### config.mk
export PLATFORM = sky130hd
export DESIGN_NAME = pdmc_top
export DESIGN_NICKNAME = d
export VERILOG_FILES = /design/src/pdmc_pkg.sv /design/src/pdmc_top.sv
export SDC_FILE = /design/constraint.sdc
export NUM_CORES = 1
export LEC_CHECK = 0
export BUFFER_PORTS_ARGS = -buffer_cell sky130_fd_sc_hd__buf_2
export CORE_MARGIN = 2
export CORE_UTILIZATION = 31
export CTS_CLUSTER_DIAMETER = 40
export CTS_CLUSTER_SIZE = 24
export DETAILED_ROUTE_END_ITERATION = 8
export PLACE_DENSITY_LB_ADDON = 0.05
export SLEW_MARGIN = 20
export SYNTH_ARGS = -nofsm -noshare
export SYNTH_HDL_FRONTEND = slang
export SYNTH_SLANG_ARGS = --single-unit
### constraint.sdc
create_clock -name i_sys_clk -period 2.8 [get_ports i_sys_clk]
set_input_delay 0.56 -clock i_sys_clk [delete_from_list [all_inputs] [get_ports i_sys_clk]]
set_output_delay 0.56 -clock i_sys_clk [all_outputs]
set_load 0.1 [all_outputs]
### src/pdmc_pkg.sv
/*
 * Constants and types shared by the power-down mode controller.
 * Assumes a 10 MHz system clock and a 32-bit Avalon-MM register bus.
 */
package pdmc_pkg;
    // ============================================================
    // Register map (indices; byte address is four times the index)
    localparam logic [15:0] PDMC_CTRL_IDX = 16'hfff2;
    localparam logic [15:0] PDMC_STAT_IDX = 16'hfff3;
    localparam int PDMC_ADDR_W = 18;
    localparam logic [17:0] PDMC_CTRL_ADDR = {PDMC_CTRL_IDX, 2'b00};
    localparam logic [17:0] PDMC_STAT_ADDR = {PDMC_STAT_IDX, 2'b00};
    localparam logic [7:0] PDMC_CTRL_RESET = 8'h0b;

    // ============================================================
    // Control register fields
    localparam int PDMC_STANDBY_PIN_N_SEL_BIT = 7;
    localparam int PDMC_SETTLE_MSB = 6;
    localparam int PDMC_SETTLE_LSB = 4;
    localparam int PDMC_RAM_EN_BIT = 0;

    // ============================================================
    // Settling wait: shortest count, doubled per code step
    localparam int PDMC_SETTLE_W = 18;
    localparam logic [17:0] PDMC_SETTLE_BASE = 18'h02000;
    localparam logic [2:0] PDMC_SETTLE_MAX_SHIFT = 3'h4;

    // ============================================================
    // Clocking
    localparam int PDMC_SYS_CLK_HZ = 10_000_000;
    localparam int PDMC_DUTY_FIX_HZ = 5_000_000;
    localparam int PDMC_PRESC_STAGES = 12;
    localparam int PDMC_PERIOD_W = 8;

    // ============================================================
    // Operating modes
    typedef enum logic [2:0] {
        PDMC_RUN,
        PDMC_SLEEP,
        PDMC_SW_STANDBY_PIN_N,
        PDMC_SETTLE,
        PDMC_HW_STANDBY_PIN_N,
        PDMC_RESET
    } pdmc_mode_type;
endpackage : pdmc_pkg

### src/pdmc_top.sv
/*
 * Power-down mode controller: sleep, software and hardware standby,
 * oscillator settling wait, duty correction and prescaler ticks.
 * Assumes all inputs are synchronous to i_sys_clk; the CPU gives a
 * one-cycle halt pulse and level interrupt requests.
 */
// Notes on behaviour
// - Duty-correct oscillator at 5 MHz or more
// - Prescaler ticks divide system clock by 2..4096
// - Halt with standby_select 0 enters sleep
// - Halt with standby_select 1 enters software standby
// - Low standby_pin_n forces hardware standby always
// - Software standby partially reinitialises refresh logic
// - standby_select stays set; only a register write, reset or hardware standby clears it
// - Wake from software standby waits settling time
// - Settle codes give 8192 to 131072 states
// - system_control_reg is 8-bit, read and write
// - Sleep exits on interrupt, reset or standby pin
// - Only NMI, enabled unmasked external interrupts, reset or standby pin end software standby
// - Hardware standby exit goes through reset handling
`timescale 1ns/100ps
module pdmc_top (
    // Clock and reset
    input wire logic i_sys_clk,
    input wire logic i_rst_n,
    // Avalon-MM register slave
    input wire logic [pdmc_pkg::PDMC_ADDR_W-1:0] i_avs_address,
    input wire logic i_avs_read,
    input wire logic i_avs_write,
    input wire logic [31:0] i_avs_writedata,
    output logic [31:0] o_avs_readdata,
    output logic o_avs_waitrequest,
    // CPU and interrupt sources
    input wire logic i_halt_exec,
    input wire logic i_irq_pending,
    input wire logic i_nmi,
    input wire logic [2:0] i_ext_irq,
    input wire logic [2:0] i_ext_irq_en,
    input wire logic i_cpu_masked,
    // Board pins
    input wire logic i_standby_pin_n,
    input wire logic i_power_on_clear_n,
    input wire logic i_osc_raw,
    input wire logic i_osc_fast,
    // Module control
    output logic o_phi,
    output logic [pdmc_pkg::PDMC_PRESC_STAGES-1:0] o_presc_tick,
    output logic o_clock_run,
    output logic o_cpu_halt,
    output logic o_cpu_regs_lost,
    output logic o_dma_reset,
    output logic o_refresh_halt,
    output logic o_refresh_reset,
    output logic o_refresh_partial_init,
    output logic o_periph_halt,
    output logic o_periph_reset,
    output logic o_ports_hiz,
    output logic o_ram_enable,
    output logic o_int_start,
    output logic o_reset_start
);
    import pdmc_pkg::*;

    // Refuse widths that the counters and the tick logic cannot serve
    if (PDMC_PRESC_STAGES < 1 || PDMC_PERIOD_W < 2
        || $bits(PDMC_SETTLE_BASE) != PDMC_SETTLE_W) begin : g_cfg_check
        $error("pdmc_top: counter widths out of range");
    end

    // ============================================================
    // State
    pdmc_mode_type mode_reg, mode_next;
    logic [7:0] ctrl_reg, ctrl_next;
    logic [PDMC_SETTLE_W-1:0] settle_cnt_reg, settle_cnt_next;
    logic waitreq_reg, waitreq_next;
    logic [31:0] rdata_reg, rdata_next;
    logic int_start_reg, int_start_next;
    logic reset_start_reg, reset_start_next;
    logic partial_init_reg, partial_init_next;
    logic [PDMC_PRESC_STAGES-1:0] presc_reg, presc_next;
    logic [PDMC_PRESC_STAGES-1:0] tick_reg, tick_next;
    logic osc_prev_reg, osc_prev_next;
    logic [PDMC_PERIOD_W-1:0] per_cnt_reg, per_cnt_next;
    logic [PDMC_PERIOD_W-1:0] half_reg, half_next;
    logic phi_reg, phi_next;

    // ============================================================
    // Decoded conditions
    logic std_wake;
    logic [2:0] settle_code;
    logic [2:0] settle_shift;
    logic [PDMC_SETTLE_W-1:0] settle_term;
    logic bus_take;
    logic clk_stopped;

    // Enabled and unmasked wake sources for software standby
    assign std_wake = i_nmi | (|(i_ext_irq & i_ext_irq_en) & ~i_cpu_masked);
    assign settle_code = ctrl_reg[PDMC_SETTLE_MSB:PDMC_SETTLE_LSB];
    // Code 10x and the illegal 11x both give the longest wait
    assign settle_shift = settle_code[2] ? PDMC_SETTLE_MAX_SHIFT : settle_code;
    assign settle_term = PDMC_SETTLE_BASE << settle_shift;
    assign bus_take = (i_avs_read | i_avs_write) & ~waitreq_reg;
    assign clk_stopped = (mode_reg == PDMC_SW_STANDBY_PIN_N) || (mode_reg == PDMC_SETTLE)
        || (mode_reg == PDMC_HW_STANDBY_PIN_N);

    // ============================================================
    // Mode sequencer next state
    always_comb begin
        mode_next = mode_reg;
        settle_cnt_next = settle_cnt_reg;
        int_start_next = 1'b0;
        reset_start_next = 1'b0;
        partial_init_next = 1'b0;
        unique case (mode_reg)
            PDMC_RUN: begin
                if (i_halt_exec && ctrl_reg[PDMC_STANDBY_PIN_N_SEL_BIT]) begin
                    mode_next = PDMC_SW_STANDBY_PIN_N;
                    partial_init_next = 1'b1;
                end else if (i_halt_exec) begin
                    mode_next = PDMC_SLEEP;
                end
            end
            PDMC_SLEEP: begin
                if (i_irq_pending || i_nmi) begin
                    mode_next = PDMC_RUN;
                    int_start_next = 1'b1;
                end
            end
            PDMC_SW_STANDBY_PIN_N: begin
                if (std_wake) begin
                    mode_next = PDMC_SETTLE;
                    settle_cnt_next = '0;
                end
            end
            PDMC_SETTLE: begin
                // Count states from oscillator restart to the terminal count
                if (settle_cnt_reg == settle_term - 1'b1) begin
                    mode_next = PDMC_RUN;
                    int_start_next = 1'b1;
                end else begin
                    settle_cnt_next = settle_cnt_reg + 1'b1;
                end
            end
            PDMC_HW_STANDBY_PIN_N: begin
                if (i_standby_pin_n) begin
                    mode_next = PDMC_RESET;
                end
            end
            PDMC_RESET: begin
                if (i_power_on_clear_n) begin
                    mode_next = PDMC_RUN;
                    reset_start_next = 1'b1;
                end
            end
            default: begin
                mode_next = PDMC_RESET;
            end
        endcase
        // Standby pin overrides every state; clear overrides all but hardware standby
        if (!i_standby_pin_n) begin
            mode_next = PDMC_HW_STANDBY_PIN_N;
            int_start_next = 1'b0;
            partial_init_next = 1'b0;
        end else if (!i_power_on_clear_n && mode_reg != PDMC_HW_STANDBY_PIN_N) begin
            mode_next = PDMC_RESET;
            int_start_next = 1'b0;
            partial_init_next = 1'b0;
        end
    end

    // Mode sequencer registers
    always_ff @(posedge i_sys_clk or negedge i_rst_n) begin
        if (!i_rst_n) begin
            mode_reg <= PDMC_RESET;
            settle_cnt_reg <= '0;
            int_start_reg <= 1'b0;
            reset_start_reg <= 1'b0;
            partial_init_reg <= 1'b0;
        end else begin
            mode_reg <= mode_next;
            settle_cnt_reg <= settle_cnt_next;
            int_start_reg <= int_start_next;
            reset_start_reg <= reset_start_next;
            partial_init_reg <= partial_init_next;
        end
    end

    // ============================================================
    // Register slave next state
    always_comb begin
        ctrl_next = ctrl_reg;
        rdata_next = rdata_reg;
        waitreq_next = 1'b1;
        if ((i_avs_read || i_avs_write) && waitreq_reg) begin
            // Answer one cycle after the request is seen
            waitreq_next = 1'b0;
            if (i_avs_address == PDMC_CTRL_ADDR) begin
                rdata_next = {24'h000000, ctrl_reg};
            end else if (i_avs_address == PDMC_STAT_ADDR) begin
                rdata_next = {28'h0000000, (mode_reg == PDMC_SETTLE), mode_reg};
            end else begin
                rdata_next = 32'h00000000;
            end
        end
        if (bus_take && i_avs_write && i_avs_address == PDMC_CTRL_ADDR) begin
            ctrl_next = i_avs_writedata[7:0];
        end
        // Reset and hardware standby reinitialise the register; software standby keeps it
        if (mode_reg == PDMC_RESET || mode_reg == PDMC_HW_STANDBY_PIN_N) begin
            ctrl_next = PDMC_CTRL_RESET;
        end
    end

    // Register slave registers
    always_ff @(posedge i_sys_clk or negedge i_rst_n) begin
        if (!i_rst_n) begin
            ctrl_reg <= PDMC_CTRL_RESET;
            rdata_reg <= 32'h00000000;
            waitreq_reg <= 1'b1;
        end else begin
            ctrl_reg <= ctrl_next;
            rdata_reg <= rdata_next;
            waitreq_reg <= waitreq_next;
        end
    end

    // ============================================================
    // Duty correction and prescaler next state
    always_comb begin
        osc_prev_next = i_osc_raw;
        per_cnt_next = per_cnt_reg;
        half_next = half_reg;
        phi_next = i_osc_raw;
        if (i_osc_raw && !osc_prev_reg) begin
            // Measure period between rising edges, keep half of it
            half_next = {1'b0, per_cnt_reg[PDMC_PERIOD_W-1:1]};
            per_cnt_next = '0;
        end else if (per_cnt_reg != '1) begin
            per_cnt_next = per_cnt_reg + 1'b1;
        end
        if (i_osc_fast) begin
            phi_next = (per_cnt_next <= half_reg);
        end
        presc_next = clk_stopped ? '0 : presc_reg + 1'b1;
    end

    // Prescaler tick per division stage
    genvar k;
    generate
        for (k = 0; k < PDMC_PRESC_STAGES; k++) begin : g_tick
            assign tick_next[k] = ~clk_stopped & (&presc_reg[k:0]);
        end
    endgenerate

    // Duty correction and prescaler registers
    always_ff @(posedge i_sys_clk or negedge i_rst_n) begin
        if (!i_rst_n) begin
            osc_prev_reg <= 1'b0;
            per_cnt_reg <= '0;
            half_reg <= '0;
            phi_reg <= 1'b0;
            presc_reg <= '0;
            tick_reg <= '0;
        end else begin
            osc_prev_reg <= osc_prev_next;
            per_cnt_reg <= per_cnt_next;
            half_reg <= half_next;
            phi_reg <= phi_next;
            presc_reg <= presc_next;
            tick_reg <= tick_next;
        end
    end

    // ============================================================
    // Module control outputs, decoded into flops
    logic clock_run_reg, cpu_halt_reg, regs_lost_reg, dma_rst_reg;
    logic rf_halt_reg, rf_rst_reg, pf_halt_reg, pf_rst_reg, hiz_reg;
    always_ff @(posedge i_sys_clk or negedge i_rst_n) begin
        if (!i_rst_n) begin
            clock_run_reg <= 1'b0;
            cpu_halt_reg <= 1'b1;
            regs_lost_reg <= 1'b1;
            dma_rst_reg <= 1'b1;
            rf_halt_reg <= 1'b1;
            rf_rst_reg <= 1'b1;
            pf_halt_reg <= 1'b1;
            pf_rst_reg <= 1'b1;
            hiz_reg <= 1'b1;
        end else begin
            clock_run_reg <= (mode_next == PDMC_RUN) || (mode_next == PDMC_SLEEP)
                || (mode_next == PDMC_RESET);
            cpu_halt_reg <= (mode_next != PDMC_RUN);
            regs_lost_reg <= (mode_next == PDMC_HW_STANDBY_PIN_N);
            dma_rst_reg <= (mode_next == PDMC_SW_STANDBY_PIN_N) || (mode_next == PDMC_SETTLE)
                || (mode_next == PDMC_HW_STANDBY_PIN_N) || (mode_next == PDMC_RESET);
            rf_halt_reg <= (mode_next != PDMC_RUN) && (mode_next != PDMC_SLEEP);
            rf_rst_reg <= (mode_next == PDMC_HW_STANDBY_PIN_N) || (mode_next == PDMC_RESET);
            pf_halt_reg <= (mode_next != PDMC_RUN) && (mode_next != PDMC_SLEEP);
            pf_rst_reg <= (mode_next == PDMC_SW_STANDBY_PIN_N) || (mode_next == PDMC_SETTLE)
                || (mode_next == PDMC_HW_STANDBY_PIN_N) || (mode_next == PDMC_RESET);
            hiz_reg <= (mode_next == PDMC_HW_STANDBY_PIN_N);
        end
    end

    // Output wiring
    assign o_avs_readdata = rdata_reg;
    assign o_avs_waitrequest = waitreq_reg;
    assign o_phi = phi_reg;
    assign o_presc_tick = tick_reg;
    assign o_clock_run = clock_run_reg;
    assign o_cpu_halt = cpu_halt_reg;
    assign o_cpu_regs_lost = regs_lost_reg;
    assign o_dma_reset = dma_rst_reg;
    assign o_refresh_halt = rf_halt_reg;
    assign o_refresh_reset = rf_rst_reg;
    assign o_refresh_partial_init = partial_init_reg;
    assign o_periph_halt = pf_halt_reg;
    assign o_periph_reset = pf_rst_reg;
    assign o_ports_hiz = hiz_reg;
    assign o_ram_enable = ctrl_reg[PDMC_RAM_EN_BIT];
    assign o_int_start = int_start_reg;
    assign o_reset_start = reset_start_reg;
endmodule : pdmc_top

==> results.ini, run 1 <==
[outcome]
status = completed

[global_route]
grt_pass1_vias = 3215
antenna_found_initial = 0
grt_overflow_total = 0
grt_max_degree = 81
grtUsageTotal_pct = 13.76
grt_pass1_wl_um = 16130

[timing]
skew_ps = 8.712
fmax_mhz = 393.6
hold_viol = 0
hold-worst-slack_ps = 41.34
final-max-slew-violation-count = 0
rsz0062_at_grt = false
worst_slack_ps = 259.4
worst_slew_pin_slew_ps = 668.6
final.min_clock_period_ps = 2541
setup-tns-final_ps = 0
setup_viol = 0
finalCritPeriodShare_pct = 90.73
max-slew-margin-rel_pct = 55.33

[cts]
cts_setup_buffers = 0
clock-sinks = 88
clk_latency_ps = 340
clkTransAtPathRegs_ps = 70
htreeDepth = 3
cts_resized = 0
clk_path_buf_depth = 2
cts_buffers = 9
cts_root_buf = clkbuf_16
cts_tree = built
ctsHoldBuffers = 0

[placement]
hpwl_um = 6894
dp_slack_ps = 296.3
place_area_mm2 = 0.004892
gp_congestion = 0.7469
io_buffers = 78

[critical_path]
cp.arrival_ps = 2790
cpMostUsedCell = ha_1
end_kind = flip-flop
path_class = flip-flop to flip-flop
slowest_delay_ps = 390
required_ps = 3050
crit_fanout = 5
worstPathCellList = ha_1 -> nand2_1 -> nor3_1 -> buf_4 -> mux2i_1 -> nor2_1 -> ha_1 -> nor2b_1 -> o21a_1 -> o21ai_0 -> a21boi_0 -> o31ai_1
critPathSlowestCell = dfrtp_1
start_kind = flip-flop

[cells_and_area]
diodes = 0
final_cell_area_mm2 = 0.005191
final_layout_size_suffix_gt1_share_pct = 23.22
fillerInstances = 1412
nets = 597
syn_to_final_growth_pct = 18.75
largest_reg_flops = 18
final_cell_mix = dfrtp_1, buf_2, nand2_1

[routing]
drc = 0
post_drt_via_cell_ratio = 4.748
ant_nets = 0
drt-pass1-iter-count = 4
drtIter0Drc = 119
wire_per_inst_um = 13.88
routed-via-count = 3328
wirelength_um = 9730

[synthesis]
ys_types = 52
synth_area_mm2 = 0.004372
synth_cells = 433
yosysWarnings = 0
synthArstFlopShare_pct = 100.0
synth_edf_count = 0
synthFlopType = dfrtp_1
yosysSeqAreaShare_pct = 50.69
ys_ff_latch = 88
syn_area_per_cell_um2 = 10.10

[power]
power_density_mw_per_mm2 = 614.0
p_comb_share_pct = 18.5
internal_power_uw = 2198
switchingPower_uw = 989.8
clockPowerShare_pct = 38.1
leakagePower_uw = 0.002427
p_seq_share_pct = 43.3
total_power_uw = 3188
p_sw_share_pct = 31.05
max-vdd-ir-drop_v = 0.0004602

[floorplan]
die_height_um = 122.8
initial_utilization_pct = 31.62
dieArea_mm2 = 0.01507
coreArea_mm2 = 0.01383
core.rowCount = 43
ios = 127
die_x_um = 122.8

[worst_hold_path]
min_path_type = primary input to async pin

[job]
maxCapViolations = 0

==> layout make-up <==
cell class	instances	area [um^2]	share of cell area (%)
well taps	180	225.2	4.338
clock inverters	4	52.55	1.012
flip-flops and latches	88	2216	42.69
inverters	15	56.30	1.085
multi-input cells	315	1922	37.02
repair buffers	87	473.0	9.111
clock buffers	12	246.5	4.748
==> worst max-delay path, delay by kind of cell (launching register included) <==
kind | cells | cell delay, ps
and+or+nand+nor | 4 | 570
buffers and inverters | 1 | 180
adders and majority gates | 2 | 500
DFF | 1 | 390
AOI/OAI and AO/OA | 4 | 610
muxes | 1 | 180
==> path summary, 6_finish.rpt <==
path | from | end | slack, ps | cells past startpoint
setup / recovery | per_cnt_reg[1] | o_phi | 260 | 12
hold / removal | i_rst_n | o_avs_readdata[1] | 40 | 1
setup reg to reg | per_cnt_reg[1] | o_phi | 260 | 12
hold reg to reg | o_avs_readdata[0] | o_avs_readdata[0] | 490 | 2
max in group asynchronous | i_rst_n | o_ports_hiz | 2060 | 2
min in group i_sys_clk | i_osc_raw | osc_prev_reg | 370 | 1
==> cell families (layout without fill, tap and decap cells) <==
group,Yosys count,in the layout,synth area share [%]
AND/OR/NAND/NOR,174,174,20.86
flip-flops,88,88,50.69
AO/OA/AOI/OAI,82,82,12.48
buffers and inverters,53,118,7.327
multiplexers,15,15,3.434
adder cells (fa/ha/maj),13,13,3.721
XOR/XNOR,7,7,1.402
other,1,24,0.08578
==> power groups by stage <==
stage,sequential (uW),clock (uW),combinational [uW]
2_1_floorplan,1510,0,369
3_3_place_gp,1400,0,598
3_5_place_dp,1400,0,597
4_1_cts,1380,1280,600
5_1_grt,1390,1320,658
6_report,1380,1220,591
==> routing by layer <==
metal | part of all wire (%) | wire [um] | vias to the layer above | GRT usage [%]
met5 | 0 | 0 | - | 0
met4 | 1.0 | 97 | 0 | 3.592
met3 | 4.4 | 426 | 7 | 4.275
met2 | 47 | 4541 | 52 | 21.37
met1 | 48 | 4664 | 1620 | 18.61
li1 | - | - | 1649 | -
==> synthesized netlist by cell type, types with 2 or more instances <==
| cell type | instances | share of area [%] |
|---|---|---|
| nand2_1 | 36 | 3.1 |
| inv_1 | 15 | 1.3 |
| dfstp_2 | 11 | 6.6 |
| and4_1 | 4 | 0.80 |
| o31ai_1 | 6 | 1.0 |
| clkbuf_1 | 7 | 0.60 |
| o211ai_1 | 3 | 0.52 |
| xor2_1 | 2 | 0.40 |
| nand2b_1 | 4 | 0.57 |
| o21ai_0 | 21 | 2.4 |
| nand3_1 | 24 | 2.7 |
| dfrtp_1 | 77 | 44 |
| ha_1 | 13 | 3.7 |
| nand4_1 | 10 | 1.4 |
| a22o_1 | 4 | 0.80 |
| buf_4 | 28 | 4.8 |
| or4_1 | 3 | 0.52 |
| a21oi_1 | 22 | 2.5 |
| o21ai_1 | 7 | 0.80 |
| xnor2_1 | 5 | 1.0 |
| a21boi_0 | 2 | 0.34 |
| nand3b_1 | 3 | 0.52 |
| nor3_2 | 2 | 0.46 |
| and3_1 | 7 | 1.0 |
| buf_6 | 2 | 0.52 |
| mux2i_1 | 15 | 3.4 |
| nor4_1 | 3 | 0.43 |
| and2_1 | 14 | 2.0 |
| nor2_1 | 31 | 2.7 |
| o21a_1 | 2 | 0.34 |
| or3_1 | 10 | 1.4 |
| nor2b_1 | 7 | 1.0 |
| o311ai_1 | 2 | 0.40 |
| nor3_1 | 13 | 1.5 |
==> per-stage QoR <==
step	utilization (%)	instances
final	37.54	701
after global routing	37.54	701
after CTS	37.54	701
after detailed placement	35.38	685
after global placement	35.38	685
after floorplan	-	456
(Power assumes the default switching activity.)
==> inputs of run 2 (changes only) <==
--- a/config.mk
+++ b/config.mk
@@ -6,13 +6,11 @@
 export NUM_CORES = 1
 export LEC_CHECK = 0
 export BUFFER_PORTS_ARGS = -buffer_cell sky130_fd_sc_hd__buf_2
-export CORE_MARGIN = 2
 export CORE_UTILIZATION = 31
 export CTS_CLUSTER_DIAMETER = 40
 export CTS_CLUSTER_SIZE = 24
 export DETAILED_ROUTE_END_ITERATION = 8
 export PLACE_DENSITY_LB_ADDON = 0.05
-export SLEW_MARGIN = 20
 export SYNTH_ARGS = -nofsm -noshare
 export SYNTH_HDL_FRONTEND = slang
 export SYNTH_SLANG_ARGS = --single-unit
==> run 2 against run 1 <==
Effect of this change:
- worst hold slack improved by 59 ps
- core utilization increased by 0.34 points
- maximum frequency increased by 1.0%
- critical path depth unchanged
- clock power increased by 7%
- sequential cell count unchanged
- first-iteration DRC count increased by 19%
- combinational power about the same
==> results.ini, run 2 (same netlist as run 1, synthesis figures left out) <==
[critical_path]
worst-r2r-cell-count = 12
cpMostUsedCell = ha_1
slowest_delay_ps = 390
crit_fanout = 5
cp.arrival_ps = 2760
critPathSlowestCell = dfrtp_1
reg2reg_to = o_phi
r2r-start = per_cnt_reg[1]
path_class = flip-flop to flip-flop
rrSetupSlack_ps = 280
worstPathCellList = ha_1 -> nand2_1 -> nor3_2 -> buf_4 -> mux2i_1 -> nor2_1 -> ha_1 -> nor2b_1 -> o21a_1 -> o21ai_0 -> a21boi_0 -> o31ai_1
required_ps = 3040
start_kind = flip-flop
end_kind = flip-flop

[cells_and_area]
utilization_pct = 37.89
syn_to_final_growth_pct = 19.83
nets = 598
final_cell_mix = dfrtp_1, buf_2, nand2_1
final_cell_count_no_fill = 702
largest_reg_flops = 18
final_layout_size_suffix_gt1_share_pct = 23.75
diodes = 0
final_cell_area_mm2 = 0.005239
fillerInstances = 1408

[timing]
fmax_mhz = 397.6
final-max-slew-violation-count = 0
worst_slew_pin_slew_ps = 1025
skew_ps = 7.177
hold_viol = 0
setup_viol = 0
rsz0062_at_grt = false
final.min_clock_period_ps = 2515
worst_slack_ps = 284.8
max-slew-margin-rel_pct = 31.02
setup-tns-final_ps = 0
finalCritPeriodShare_pct = 89.83

[floorplan]
core.rowCount = 43
dieArea_mm2 = 0.01458
die_height_um = 120.8
ios = 127
coreArea_mm2 = 0.01383
die_x_um = 120.8
initial_utilization_pct = 31.62

[routing]
post_drt_via_cell_ratio = 4.726
routed-via-count = 3318
wire_per_inst_um = 13.75
drc = 0
drt-pass1-iter-count = 4
wirelength_um = 9650
ant_nets = 0
drtIter0Drc = 142

[global_route]
grt_max_degree = 52
grt_pass1_vias = 3356
grt_use_met1_pct = 18.51
grtUsageTotal_pct = 14.43
grt_pass1_wl_um = 16410
grt_util_met2_pct = 23.10
top_usage_layer = met2
antenna_found_initial = 0
met3_usage_pct = 4.906
grt_overflow_total = 0

[power]
leakagePower_uw = 0.002443
max-vdd-ir-drop_v = 0.0003046
power_density_mw_per_mm2 = 626.2

[cts]
cts_setup_buffers = 0
ctsHoldBuffers = 0
clkTransAtPathRegs_ps = 60
cts_buffers = 9
clk_latency_ps = 340
clk_path_buf_depth = 2
cts_resized = 0
htreeDepth = 3
cts_root_buf = clkbuf_16
cts_tree = built
clock-sinks = 88

[placement]
io_buffers = 78
dp_slack_ps = 256.2
place_area_mm2 = 0.004912
gp_congestion = 0.7563
placed_cells = 686
hpwl_um = 6942

[job]
maxCapViolations = 0

[outcome]
status = completed

[worst_hold_path]
min_path_type = primary input to async pin

[run 2: stage by stage]
stage                     total power [uW]  hold WS [ps]
after floorplan                       1882         264.4
after global placement                2003         464.2
after detailed placement              2004         464.4
after CTS                             3340         93.92
after global routing                  3439         104.3
final                                 3281         100.8
[run 2: how the worst max path moves through the flow]
| stage | from | endpoint | slack [ps] |
|---|---|---|---|
| after floorplan | per_cnt_reg[0] | o_phi | 340 |
| after global placement | per_cnt_reg[0] | o_phi | 250 |
| after detailed placement | per_cnt_reg[1] | o_phi | 260 |
| after CTS | per_cnt_reg[1] | o_phi | 210 |
| after global routing | per_cnt_reg[0] | o_phi | 30 |
| final | per_cnt_reg[1] | o_phi | 280 |
[run 2: final cells by class]
type	instances	area, um^2	share of cell area, %
inverters	15	56.30	1.075
repair buffers	88	493.0	9.410
clock inverters	6	92.59	1.767
flip-flops and latches	88	2216	42.30
multi-input cells	315	1927	36.78
well taps	180	225.2	4.299
clock buffers	10	229.0	4.371
[run 2: where the power goes]
part           internal (uW)  switching (uW)  total (uW)
Sequential              1340            44.6        1380
Combinational            144             448         593
Clock                    789             518        1310
Total                   2270            1010        3280
[run 2: routing by layer]
metal / share of wire [%] / up-vias
li1: - / 1656
met1: 47 / 1594
met2: 47 / 63
met3: 4.9 / 5
met4: 0.72 / 0
met5: 0 / -
[run 2: critical path: cells and delay by family, from the launching register on]
family,cells,cell delay (ps)
and+or+nand+nor,4,550
muxes,1,180
DFF,1,390
AOI/OAI and AO/OA,4,630
buffers and inverters,1,170
adders and majority gates,2,500
==> inputs of run 3 (changes only) <==
--- a/config.mk
+++ b/config.mk
@@ -11,6 +11,7 @@
 export CTS_CLUSTER_SIZE = 24
 export DETAILED_ROUTE_END_ITERATION = 8
 export PLACE_DENSITY_LB_ADDON = 0.05
+export RECOVER_POWER = 100
 export SYNTH_ARGS = -nofsm -noshare
 export SYNTH_HDL_FRONTEND = slang
 export SYNTH_SLANG_ARGS = --single-unit
==> run 3 against run 2 <==
Effect of this change:
- register-to-register slack is essentially flat
- non-clock buffer count is the same
- cell count is the same
- core utilization shrank 0.66 points
- critical path type unchanged
- critical endpoint unchanged
==> results.ini, run 3 (same netlist as run 1, synthesis figures left out) <==
[timing]
setup_viol = 0
final.min_clock_period_ps = 2515
worst_slew_pin_slew_ps = 1262
rsz0062_at_grt = false
finalCritPeriodShare_pct = 89.83
hold-worst-slack_ps = 382.9
skew_ps = 8.030
final-max-slew-violation-count = 0
fmax_mhz = 397.6
hold_viol = 0
worst_slack_ps = 284.7
max-slew-margin-rel_pct = 15.90
setup-tns-final_ps = 0

[floorplan]
dieArea_mm2 = 0.01458
die_x_um = 120.8
ios = 127
initial_utilization_pct = 31.62
die_height_um = 120.8
coreArea_mm2 = 0.01383
core.rowCount = 43

[power]
power_density_mw_per_mm2 = 634.4
total_power_uw = 3266
leakagePower_uw = 0.002266
max-vdd-ir-drop_v = 0.0003110

[cells_and_area]
final_cell_count_no_fill = 702
nets = 598
final_cell_mix = dfrtp_1, clkbuf_1, buf_2
layout_commonest_cell = dfrtp_1
fillerInstances = 1427
largest_reg_flops = 18
diodes = 0
final_layout_size_suffix_gt1_share_pct = 14.56
syn_to_final_growth_pct = 17.74

[global_route]
grt_overflow_total = 0
antenna_found_initial = 0
grt_pass1_vias = 3356
grt_max_degree = 52
grtUsageTotal_pct = 14.43
grt_pass1_wl_um = 16410

[placement]
dp_slack_ps = 256.2
io_buffers = 78
placed_cells = 686
gp_congestion = 0.7563
hpwl_um = 6942

[cts]
htreeDepth = 3
clock-sinks = 88
clk_path_buf_depth = 2
ctsHoldBuffers = 0
cts_tree = built
cts_buffers = 9
cts_root_buf = clkbuf_16
clkTransAtPathRegs_ps = 60
clk_latency_ps = 340

[routing]
wirelength_um = 9657
routed-via-count = 3310
drc = 0
drtIter0Drc = 143
ant_nets = 0
post_drt_via_cell_ratio = 4.715
wire_per_inst_um = 13.76
drt-pass1-iter-count = 4

[job]
maxCapViolations = 0

[critical_path]
required_ps = 3040
cp.arrival_ps = 2760
path_class = flip-flop to flip-flop
start_kind = flip-flop
crit_fanout = 5
end_kind = flip-flop

[outcome]
status = completed

[worst_hold_path]
min_path_type = primary input to flip-flop

run 3: cell types whose count changed in the layout (fill, tap and decap cells not counted), moves of 2 or more:
| cell | before | now |
|---|---|---|
| clkbuf_1 | 1 | 45 |
| buf_2 | 77 | 40 |
| and2_0 | 0 | 13 |
| and2_1 | 14 | 1 |
| buf_4 | 9 | 2 |
| dfstp_1 | 0 | 3 |
| dfstp_2 | 11 | 8 |
| o21ai_0 | 21 | 23 |
| o21ai_1 | 7 | 5 |
run 3: timing repair:
action | in CTS | in global routing
buffers inserted | 0 | 0
endpoints found under the setup margin | 0 | 1
resized for setup | 0 | 1
run 3: final cells by class:
cell class	count	area, um^2	share of cell area (%)
clock buffers	10	229.0	4.448
clock inverters	6	92.59	1.799
inverters	15	56.30	1.094
multi-input cells	315	1923	37.36
flip-flops and latches	88	2216	43.05
well taps	180	225.2	4.375
repair buffers	88	405.4	7.876
run 3: final timing paths:
kind,from,endpoint,slack (ps),depth (start not counted)
worst max-delay path,per_cnt_reg[1],o_phi,280,12
worst min-delay path,i_osc_raw,osc_prev_reg,380,1
worst max register to register,per_cnt_reg[1],o_phi,280,12
worst min register to register,half_reg[0],half_reg[0],480,2
max in group asynchronous,i_rst_n,half_reg[3],590,2
min in group asynchronous,i_rst_n,o_avs_readdata[4],400,1
run 3: metrics by stage:
| stage | area (um^2) | util (%) |
|---|---|---|
| floorplan | 4458 | - |
| global placement | 4912 | 35.53 |
| detailed placement | 4912 | 35.53 |
| CTS | 5234 | 37.85 |
| global route | 5147 | 37.23 |
| finish | 5147 | 37.23 |
run 3: power by group:
part	internal [uW]	switching [uW]
logic	132	448
registers	1340	45.0
clock network	789	517
total	2260	1010
run 3: layer usage:
metal	vias to the layer above	GRT usage (%)	wire, um	share of wire, %
met3	5	4.906	496	5.1
met5	-	0	0	0
met1	1587	18.51	4546	47
li1	1657	-	-	-
met4	0	3.935	69	0.71
met2	61	23.10	4545	47
run 3: critical path: stages (launching register included):
cell and delay [ps]:
dfrtp_1 390, ha_1 190, nand2_1 130, nor3_2 210, buf_4 170, mux2i_1 180, nor2_1 80, ha_1 310
nor2b_1 130, o21a_1 150, o21ai_0 150, a21boi_0 120, o31ai_1 210
